## src/tiny_cpu_consts.vh

```
// constants for the 4-bit controller datapath, flags and port registers
`ifndef TINY_CPU_CONSTS_VH
`define TINY_CPU_CONSTS_VH
// ----------------------------------------
// program memory
// ----------------------------------------
`define ROM_WIDTH        10
`define ROM_SIZE_DEFAULT 1002
`define ROM_TEST_FIRST   10'h3EA
`define ROM_TEST_LAST    10'h3FF
`define ROM_RESTART      10'h000
// ----------------------------------------
// data memory
// ----------------------------------------
`define RAM_PAIRS        16
`define RAM_PAIR_FIRST   4'h0
`define RAM_PAIR_LAST    4'hF
// ----------------------------------------
// port register selectors
// ----------------------------------------
`define PORT_SCAN        2'h0
`define PORT_INPUT       2'h1
`define PORT_CTRL_A      2'h3
`define PORT_CTRL_B      2'h2
`define SCAN_RESET       8'hFF
`define CTRL_A_RESET     8'h03
`define CTRL_B_RESET     8'h26
`define CTRL_A_MASK      8'h3F
`define CTRL_B_MASK      8'h37
// ----------------------------------------
// field positions
// ----------------------------------------
`define CTRL_A_PTR_LO    4
`define CTRL_A_PTR_HI    5
`define CTRL_B_SENSE_ON  0
`define CTRL_B_SCAN_OUT  1
`define CTRL_B_IND_IN    2
`define CTRL_B_SENSE_PD  4
`define CTRL_B_KEY_PD    5
// ----------------------------------------
// accumulator operations
// ----------------------------------------
`define OP_NONE          4'h0
`define OP_AND           4'h1
`define OP_XOR           4'h2
`define OP_OR            4'h3
`define OP_ROTL          4'h4
`define OP_ROTLZ         4'h5
`define OP_INC           4'h6
`define OP_CADJ          4'h7
`define OP_LOAD          4'h8
`define OP_PORT_IN       4'h9
`define OP_RAM_READ      4'hA
`endif

```

## src/tiny_cpu_datapath.v

```verilog
// datapath, flags and port registers of a 4-bit remote-control controller
`timescale 1ns/1ns
`include "tiny_cpu_consts.vh"
module tiny_cpu_datapath
#(
  parameter ROM_WORDS = `ROM_SIZE_DEFAULT
)
(
  input  wire        sys_clk,
  input  wire        reset,
  input  wire [9:0]  fetchAddr,
  output reg  [9:0]  romAddr,
  input  wire [9:0]  romData,
  output reg  [9:0]  fetchWord,
  output reg         restartReq,
  input  wire        tableFetch,
  input  wire [3:0]  aluOp,
  input  wire [3:0]  operand,
  input  wire        ramWrite,
  input  wire        ramPairWrite,
  input  wire [4:0]  ramAddr,
  input  wire [7:0]  ramPairData,
  output reg  [7:0]  ramReadPair,
  input  wire        callPush,
  input  wire [9:0]  returnAddr,
  output reg  [9:0]  stackTop,
  output reg  [3:0]  accumulator,
  output reg         carryBit,
  output reg         condBit,
  input  wire        condTest,
  input  wire        haltExec,
  input  wire        wakeCond,
  input  wire        standbyExit,
  input  wire        timerZero,
  output reg  [9:0]  tablePointer,
  input  wire        portWrite,
  input  wire [1:0]  portSel,
  input  wire [7:0]  portWriteData,
  output reg  [7:0]  portReadData,
  input  wire [7:0]  keyScanIn,
  output reg  [7:0]  keyScanOut,
  output reg         keyScanOe_n,
  input  wire [3:0]  keyInputPins,
  input  wire        senseInputA,
  input  wire        senseIndicatorIn,
  output reg         senseIndicatorOut,
  output reg         senseIndicatorOe_n,
  output reg  [7:0]  controlRegA,
  output reg  [7:0]  controlRegB
);

// ----------------------------------------
// pin synchronisers
// ----------------------------------------
reg  [7:0] scanMeta;
reg  [7:0] scanPin;
reg  [3:0] keyMeta;
reg  [3:0] keyPin;
reg  [1:0] senseMeta;
reg  [1:0] sensePin;

always @(posedge sys_clk or posedge reset)
begin
  if (reset)
  begin
    scanMeta  <= 8'h00;
    scanPin   <= 8'h00;
    keyMeta   <= 4'h0;
    keyPin    <= 4'h0;
    senseMeta <= 2'h0;
    sensePin  <= 2'h0;
  end
  else
  begin
    scanMeta  <= keyScanIn;
    scanPin   <= scanMeta;
    keyMeta   <= keyInputPins;
    keyPin    <= keyMeta;
    senseMeta <= {senseIndicatorIn, senseInputA};
    sensePin  <= senseMeta;
  end
end

// ----------------------------------------
// program memory addressing
// ----------------------------------------
// the rom array lives outside; here the address is filtered
wire [9:0] reqAddr = tableFetch ? tablePointer : fetchAddr;
wire       badAddr = (reqAddr >= ROM_WORDS) ||
                     ((reqAddr >= `ROM_TEST_FIRST) && (reqAddr <= `ROM_TEST_LAST));

always @(posedge sys_clk or posedge reset)
begin
  if (reset)
  begin
    romAddr    <= `ROM_RESTART;
    restartReq <= 1'b0;
    fetchWord  <= 10'h000;
  end
  else
  begin
    romAddr    <= badAddr ? `ROM_RESTART : reqAddr;
    restartReq <= badAddr;
    fetchWord  <= romData;
  end
end

// ----------------------------------------
// data memory
// ----------------------------------------
// no reset on the array: pairs 1..15 must survive a reset
reg  [3:0] ramLow  [0:`RAM_PAIRS-1];
reg  [3:0] ramHigh [0:`RAM_PAIRS-1];
reg  [1:0] stackHigh;
reg        resetSeen;
wire [3:0] pairIdx = ramAddr[3:0];
wire       highHalf = ramAddr[4];

always @(posedge sys_clk or posedge reset)
begin
  if (reset)
    resetSeen <= 1'b1;
  else
    resetSeen <= 1'b0;
end

always @(posedge sys_clk)
begin
  if (resetSeen)
  begin
    ramLow[`RAM_PAIR_FIRST]  <= 4'h0;
    ramHigh[`RAM_PAIR_FIRST] <= 4'h0;
  end
  else if (callPush)
  begin
    ramLow[`RAM_PAIR_LAST]  <= returnAddr[3:0];
    ramHigh[`RAM_PAIR_LAST] <= returnAddr[7:4];
  end
  else if (ramPairWrite)
  begin
    ramLow[pairIdx]  <= ramPairData[3:0];
    ramHigh[pairIdx] <= ramPairData[7:4];
  end
  else if (ramWrite)
  begin
    if (highHalf)
      ramHigh[pairIdx] <= accumulator;
    else
      ramLow[pairIdx] <= accumulator;
  end
end

always @(posedge sys_clk or posedge reset)
begin
  if (reset)
    stackHigh <= 2'h0;
  else if (callPush)
    stackHigh <= returnAddr[9:8];
end

// ----------------------------------------
// registered views of memory
// ----------------------------------------
always @(posedge sys_clk or posedge reset)
begin
  if (reset)
  begin
    ramReadPair  <= 8'h00;
    stackTop     <= 10'h000;
    tablePointer <= 10'h000;
  end
  else
  begin
    ramReadPair  <= {ramHigh[pairIdx], ramLow[pairIdx]};
    stackTop     <= {stackHigh, ramHigh[`RAM_PAIR_LAST], ramLow[`RAM_PAIR_LAST]};
    tablePointer <= {controlRegA[`CTRL_A_PTR_HI], controlRegA[`CTRL_A_PTR_LO],
                     ramHigh[`RAM_PAIR_FIRST], ramLow[`RAM_PAIR_FIRST]};
  end
end

// ----------------------------------------
// accumulator and carry
// ----------------------------------------
wire [3:0] ramNibble = highHalf ? ramHigh[pairIdx] : ramLow[pairIdx];
reg  [3:0] next_accumulator;
reg        next_carryBit;

always @*
begin
  next_accumulator = accumulator;
  next_carryBit    = carryBit;
  case (aluOp)
    `OP_AND:
    begin
      next_accumulator = accumulator & operand;
      next_carryBit    = accumulator[3] & operand[3];
    end
    `OP_XOR:
    begin
      next_accumulator = accumulator ^ operand;
      next_carryBit    = accumulator[3] & operand[3];
    end
    `OP_OR:
    begin
      next_accumulator = accumulator | operand;
      next_carryBit    = 1'b0;
    end
    `OP_ROTL:
    begin
      next_accumulator = {accumulator[2:0], accumulator[3]};
      next_carryBit    = accumulator[3];
    end
    `OP_ROTLZ:
    begin
      next_accumulator = {accumulator[2:0], 1'b0};
      next_carryBit    = accumulator[3];
    end
    `OP_INC, `OP_CADJ:
    begin
      next_accumulator = accumulator + 4'h1;
      next_carryBit    = (accumulator == 4'hF);
    end
    `OP_LOAD:
    begin
      next_accumulator = operand;
      next_carryBit    = 1'b0;
    end
    `OP_RAM_READ:
    begin
      next_accumulator = ramNibble;
      next_carryBit    = 1'b0;
    end
    `OP_PORT_IN:
    begin
      next_accumulator = operand[0] ? portReadData[7:4] : portReadData[3:0];
      next_carryBit    = 1'b0;
    end
    default:
    begin
      next_accumulator = accumulator;
      next_carryBit    = carryBit;
    end
  endcase
end

// reset leaves the accumulator alone; only the carry is defined
always @(posedge sys_clk)
begin
  accumulator <= next_accumulator;
end

always @(posedge sys_clk or posedge reset)
begin
  if (reset)
    carryBit <= 1'b0;
  else
    carryBit <= next_carryBit;
end

// ----------------------------------------
// condition bit
// ----------------------------------------
wire keyHigh   = |keyPin;
wire senseHigh = |sensePin;
reg  testHit;

always @*
begin
  testHit = 1'b0;
  case (operand[2:0])
    3'b000, 3'b011, 3'b110: testHit = keyHigh;
    3'b101: testHit = timerZero;
    default: testHit = 1'b0;
  endcase
  if (operand[3] && senseHigh)
    testHit = 1'b1;
end

always @(posedge sys_clk or posedge reset)
begin
  if (reset)
    condBit <= 1'b0;
  else if (standbyExit)
    condBit <= 1'b1;
  else if (condTest)
    condBit <= testHit;
  else if (haltExec && wakeCond)
    condBit <= 1'b1;
  else if (haltExec && condBit)
    condBit <= 1'b0;
end

// ----------------------------------------
// port registers
// ----------------------------------------
reg [7:0] scanLatch;

always @(posedge sys_clk or posedge reset)
begin
  if (reset)
  begin
    scanLatch   <= `SCAN_RESET;
    controlRegA <= `CTRL_A_RESET;
    controlRegB <= `CTRL_B_RESET;
  end
  else if (portWrite)
  begin
    if (portSel == `PORT_SCAN)
      scanLatch <= portWriteData;
    else if (portSel == `PORT_CTRL_A)
      controlRegA <= portWriteData & `CTRL_A_MASK;
    else if (portSel == `PORT_CTRL_B)
      controlRegB <= portWriteData & `CTRL_B_MASK;
  end
end

wire scanOutMode = controlRegB[`CTRL_B_SCAN_OUT];
wire senseOn     = controlRegB[`CTRL_B_SENSE_ON];
wire indOutMode  = controlRegB[`CTRL_B_IND_IN];
reg  [7:0] next_portReadData;

always @*
begin
  next_portReadData = 8'h00;
  if (portSel == `PORT_SCAN)
    next_portReadData = scanOutMode ? scanLatch : scanPin;
  else if (portSel == `PORT_INPUT)
    next_portReadData = {keyPin, sensePin[1], senseOn ? sensePin[0] : 1'b1, 2'b11};
  else if (portSel == `PORT_CTRL_A)
    next_portReadData = controlRegA;
  else
    next_portReadData = controlRegB;
end

// pull-down enables are analog pad controls and stay in controlRegB bits 4/5
always @(posedge sys_clk or posedge reset)
begin
  if (reset)
  begin
    portReadData       <= 8'h00;
    keyScanOut         <= `SCAN_RESET;
    keyScanOe_n        <= 1'b0;
    senseIndicatorOut  <= 1'b1;
    senseIndicatorOe_n <= 1'b0;
  end
  else
  begin
    portReadData       <= next_portReadData;
    keyScanOut         <= scanLatch;
    keyScanOe_n        <= ~scanOutMode;
    senseIndicatorOut  <= 1'b1;
    senseIndicatorOe_n <= ~indOutMode;
  end
end

endmodule

```

## config.mk

```make
export PLATFORM = sky130hd
export DESIGN_NAME = tiny_cpu_datapath
export DESIGN_NICKNAME = d
export VERILOG_FILES = /design/src/tiny_cpu_datapath.v
export VERILOG_INCLUDE_DIRS = /design/src
export SDC_FILE = /design/constraint.sdc
export NUM_CORES = 1
export LEC_CHECK = 0
export BUFFER_PORTS_ARGS = -buffer_cell sky130_fd_sc_hd__buf_2
export CORE_AREA = 2 2 204 106
export DETAILED_ROUTE_END_ITERATION = 6
export DIE_AREA = 0 0 206 108
export PLACE_DENSITY_LB_ADDON = 0.15
export SLEW_MARGIN = 20
export SYNTH_ARGS = -nofsm -noshare
export SYNTH_HDL_FRONTEND = slang
export SYNTH_SLANG_ARGS = --single-unit
```

## constraint.sdc

```tcl
create_clock -name sys_clk -period 4.52 [get_ports sys_clk]
set_input_delay 1.356 -clock sys_clk [delete_from_list [all_inputs] [get_ports sys_clk]]
set_output_delay 1.356 -clock sys_clk [all_outputs]
set_load 0.01 [all_outputs]
```

# After elaboration in Yosys (flattened, before gate mapping)
# Memories as Yosys holds them, arrays and structs flattened. A register that Yosys moved wholly into a read port is not among the register bits.
# Cells that the tools add are included.
# word_totals
ff_bits	123
ramBits	128
input_bits	87
out_inout_bits	90
word_cells	133
n_memories	2
# classes
n_addsub	1
n_lt_le_gt_ge	3
eq_ne	17
n_mux	52
bitwise	10
reduce_logical	24
# mem_list
name	depth	word_bits	rd	rd_ports_with_merged_regs	wr	line_no	rtl
ramHigh	16	4	3	2	1	tiny_cpu_datapath.v:113	reg [3:0] ramHigh [0:`RAM_PAIRS-1];
ramLow	16	4	3	2	1	tiny_cpu_datapath.v:112	reg [3:0] ramLow [0:`RAM_PAIRS-1];
# ops
operator	n
2-to-1 mux 4 bit	12
case mux 4 bit (9 select lines)	1
2-to-1 mux 1 bit	31
2-to-1 mux 8 bit	3
OR reduction 4 bit	6
>= comparator 10 bit, second input constant	2
2-to-1 mux 10 bit	2
== test 4 x 3 -> 1 bit, second input constant	4
== test 4 bit, second input constant	4
less-or-equal comparator 10 bit, second input constant	1
nonzero test 9 bit	1
== test 4 x 2 -> 1 bit, second input constant	2
nonzero test 4 bit	2
OR reduction 2 bit	4
== test 3 bit, second input constant	2
2-to-1 mux 6 bit	1
adder 4 x 1 -> 4 bit, second input constant	1
AND 4 bit	1
== test 2 bit, second input constant	2
== test 4 x 1 -> 1 bit, second input constant	1
logical AND 1 bit	4
NOT 1 bit	4
bitwise OR 4 bit	1
case mux 1 bit (4 select lines)	1
13 further kinds	14

# Logic depth before layout (Yosys ltp)
# depth
word_depth	9
mapped_depth	8
depth_no_buf	7

# Worst setup path before layout
# OpenSTA, ideal clock, no wires.
# synth_timing
path_type	input to register
startpoint	input port ramAddr[0]
endpoint	memory ramLow[0][0] (enable)
setup_time_ps	373
t_arrival_ps	2688
t_required_ps	4147
setup_slack_ps	1459
path_stages	6
n_path_buf	3
path_cell_list	clkbuf_1 > buf_2 > buf_2 > nor3_1 > o21ai_0 > o31ai_1
# synth_between
elab_chain_cells	1
# synth_rtl
element	line_no	rtl
start: declaration	tiny_cpu_datapath.v:21	input wire [4:0] ramAddr,
2-to-1 mux 4 bit (no source line)	n/a	
end: declaration	tiny_cpu_datapath.v:112	
# No other way between the ends.

# Worst setup path after layout
# layout_timing
startpoint	input port ramAddr[1]
endpoint	register accumulator[3], data pin
# layout_between
elab_chain_cells	3
word_cells_on_any_way	4
cone_classes	2 x mux; 2 x memory
# layout_rtl
element	line_no	rtl
memory (16 x 4 bit) (on tied branches)	n/a	
2-to-1 mux 4 bit (*)	tiny_cpu_datapath.v:184	wire [3:0] ramNibble = highHalf ? ramHigh[pairIdx] : ramLow[pairIdx];
case mux 4 bit (9 select lines) (*)	tiny_cpu_datapath.v:192	case (aluOp)
net next_accumulator[3]	tiny_cpu_datapath.v:185	reg [3:0] next_accumulator;
end signal: assignment	tiny_cpu_datapath.v:249	accumulator <= next_accumulator;
end: declaration	tiny_cpu_datapath.v:27	output reg [3:0] accumulator,
# The timed path passes the listed nets; every way through them passes the cells marked *.
# A chain may end at the register's enable or synchronous reset.

==> results.cfg <==
[routing]
ant_nets = 0
drt_iter0_markers = 699
vias_per_cell = 5.57
drc = 0
firstDrtPassIters = 6
vias = 6111
routedWlPerCell_um = 20.8
totalWireLength_mm = 22.9

[hold_path]
hold_path.class = flip-flop to flip-flop
worstHoldStart = scanMeta[0]

[power]
p_sw_frac = 0.238
p_int_w = 0.00383
switchingPower_w = 0.00120
peakVddDrop_v = 0.000230
power.static_leakage_nw = 4.93
total_power_w = 0.00503
power.density_nw_per_um2 = 426
p_comb_frac = 0.113
seqPwrFrac = 0.535
clock_power_share = 0.352

[clocking]
cts_tree = built
cts_buffers = 22
htree_levels = 1
hold_buffers = 0
clk_latency_ns = 0.50
cts.sinks = 251
cts_setup_buffers = 0
ctsRootBufferMaster = clkbuf_16
clk_pin_slew_ns = 0.06
cts.repair.resized = 0
cts.path.max_buffers = 3

[yosys]
synth_area_leaders = edfxtp_1 39%, dfrtp_1 24%, mux4_2 5.8%
syn_inst = 647
synthesis.area_sq_um = 10100
syn_area_per_cell_sq_um = 15.6
synthFlopType = edfxtp_1
ys_seq_elements = 251
ys_warn_count = 0
async_reset_ff_frac = 0.474
ys_types = 58
synth_top_area_frac = 0.393
synth_top_cell_by_area = edfxtp_1
synth-edff-count = 132
seq_area_frac_synth = 0.692

[setup_path]
start_kind = input pin
cp.required_ns = 4.73
critPathKind = input pin to flip-flop
critPathMaxFanout = 34
worstPathArrival_ns = 3.58
r2r-start = resetSeen
critPathLaunch = ramAddr[1]
cp-end-kind = flip-flop

[grt]
antenna_found_initial = 0
grt_pass1_vias = 5951
grt_max_degree = 63
grt_pass1_wl_mm = 34.7
grtUsageTotal = 0.209
overflow = 0

[die]
die-area_sq_um = 22200
core_sq_um = 20300
start_util = 0.497
pin_count = 177
fp.dieH_um = 108
num_rows = 37
die_w_um = 206

[flow_run]
maxCapViolCount = 0

[layout]
drive_gt1_frac = 0.347
diodes = 0
syn2layout_area_growth_pct = 17.3
nNetsFinal = 911

[sta]
hold_viol_final = 0
worst_slew_pin_slew_ns = 1.01
tns_ns = 0
max_freq_ghz = 0.297
slew_viol_final = 0
fin_skew_ns = 0.00711
fin_crit_sh = 0.745
min_period_ns = 3.37
rsz0062_at_grt = false
setup_viol = 0
relSlewSlack = 0.323

[placement]
gp_congestion = 0.840
placement.io_buffers = 170
dp_hpwl_mm = 16.7

[run_status]
status = finished, final reports clean
## through the flow
stage | cells | hold WS, ns | utilization | cell area, sq um | worst slack, ns
after global routing | 1098 | 0.346 | 0.583 | 11800 | 0.979
after detailed placement | 1060 | 0.335 | 0.549 | 11100 | 0.625
after CTS | 1098 | 0.348 | 0.583 | 11800 | 1.16
after global placement | 1060 | 0.332 | 0.549 | 11100 | 0.703
after floorplan | 652 | 0.331 | - | 10100 | 0.0429
final | 1098 | 0.345 | 0.583 | 11800 | 1.15
## metal layers
| metal | routed length (um) | part of all wire | vias up | GRT usage |
|---|---|---|---|---|
| li1 | - | - | 2742 | - |
| met3 | 1580 | 0.069 | 40 | 0.0335 |
| met2 | 10400 | 0.46 | 250 | 0.330 |
| met1 | 10300 | 0.45 | 3079 | 0.306 |
| met4 | 551 | 0.024 | 0 | 0.0582 |
| met5 | 0 | 0 | - | 0 |
## cells by family (layout without fill, tap and decap cells)
family | count (synthesis) | in the layout | share of synthesized area
flip-flops | 251 | 251 | 0.692
AND/OR/NAND/NOR | 127 | 127 | 0.0576
multiplexers | 95 | 95 | 0.140
AO/OA/AOI/OAI | 89 | 89 | 0.0610
buffers and inverters | 67 | 240 | 0.0299
adder cells (fa/ha/maj) | 13 | 13 | 0.0161
XOR/XNOR | 3 | 3 | 0.00261
other | 2 | 7 | 0.000746
## power groups by stage
| stage | clock [W] | sequential [W] | combinational (W) |
|---|---|---|---|
| 6_report | 0.00177 | 0.00269 | 0.000567 |
| 3_3_place_gp | 0 | 0.00274 | 0.000564 |
| 5_1_grt | 0.00191 | 0.00271 | 0.000625 |
| 2_1_floorplan | 0 | 0.00274 | 0.000302 |
| 3_5_place_dp | 0 | 0.00274 | 0.000571 |
| 4_1_cts | 0.00181 | 0.00270 | 0.000572 |
## state kept, by name, indices dropped and copies added, names as in the netlist, 10 cells and up
name	cells
fetchWord	10
tablePointer	10
stackTop	10
ramLow	64
romAddr	10
ramHigh	64
## final cells by class
| cell class | count | area [sq um] |
|---|---|---|
| fillers | 1578 | 8460 |
| well taps | 273 | 342 |
| multi-input cells | 334 | 2830 |
| clock buffers | 34 | 657 |
| repair buffers | 174 | 893 |
| clock inverters | 4 | 20.0 |
| inverters | 28 | 108 |
| flip-flops and latches | 251 | 6970 |
## synth_stat cells (2+ instances only)
cell and count:
and3_1 4, buf_6 2, conb_1 2, a21oi_1 24
o21bai_1 2, clkbuf_1 22, buf_4 7, nand2_1 24
nand3b_1 5, o311ai_0 2, a221oi_1 3, nor4_1 3
o21ai_0 16, a21o_1 3, a222oi_1 8, nor3_1 8
xor2_1 2, inv_1 27, buf_2 7, edfxtp_1 132
nand3_1 4, a31oi_1 3, dfstp_2 22, a22o_1 2
nand2b_1 3, dfrtp_1 97, o31ai_1 2, a211oi_1 6
mux4_1 6, and2_1 2, ha_1 13, o221ai_1 2
a2111oi_0 2, o21a_1 2, nand4_1 2, mux2i_1 33
mux2_2 30, nor2_1 61, nor2b_1 7, a32oi_1 2
mux4_2 26
## placed cells by master (no fill, tap or decap), types with 4 or more instances in the layout
master,instances
a211oi_1,6
a21oi_1,24
a222oi_1,8
and3_1,4
buf_2,170
clkbuf_1,7
clkbuf_16,23
clkbuf_8,4
clkinv_2,4
conb_1,7
dfrtp_1,97
dfstp_2,22
edfxtp_1,132
ha_1,13
inv_1,26
mux2_2,30
mux2i_1,33
mux4_1,6
mux4_2,26
nand2_1,24
nand3_1,4
nand3b_1,5
nor2_1,61
nor2b_1,7
nor3_1,8
o21ai_0,16
## final timing paths
kind,endpoint,slack (ns),cells past startpoint
max in group asynchronous,scanLatch[0],2.72,3
hold / removal,scanPin[0],0.35,0
min in group asynchronous,fetchWord[1],0.98,2
setup / recovery,accumulator[3],1.15,7
hold reg to reg,scanPin[0],0.35,0
setup reg to reg,ramLow[1][0],2.32,5
## worst max-delay path, stage by stage
cell and delay (ns):
buf_2 0.74, buf_4 0.29, mux4_1 0.55, mux2_2 0.29, nor2_1 0.08, or4_1 0.10, o311ai_0 0.13
(Power assumes the default switching activity.)
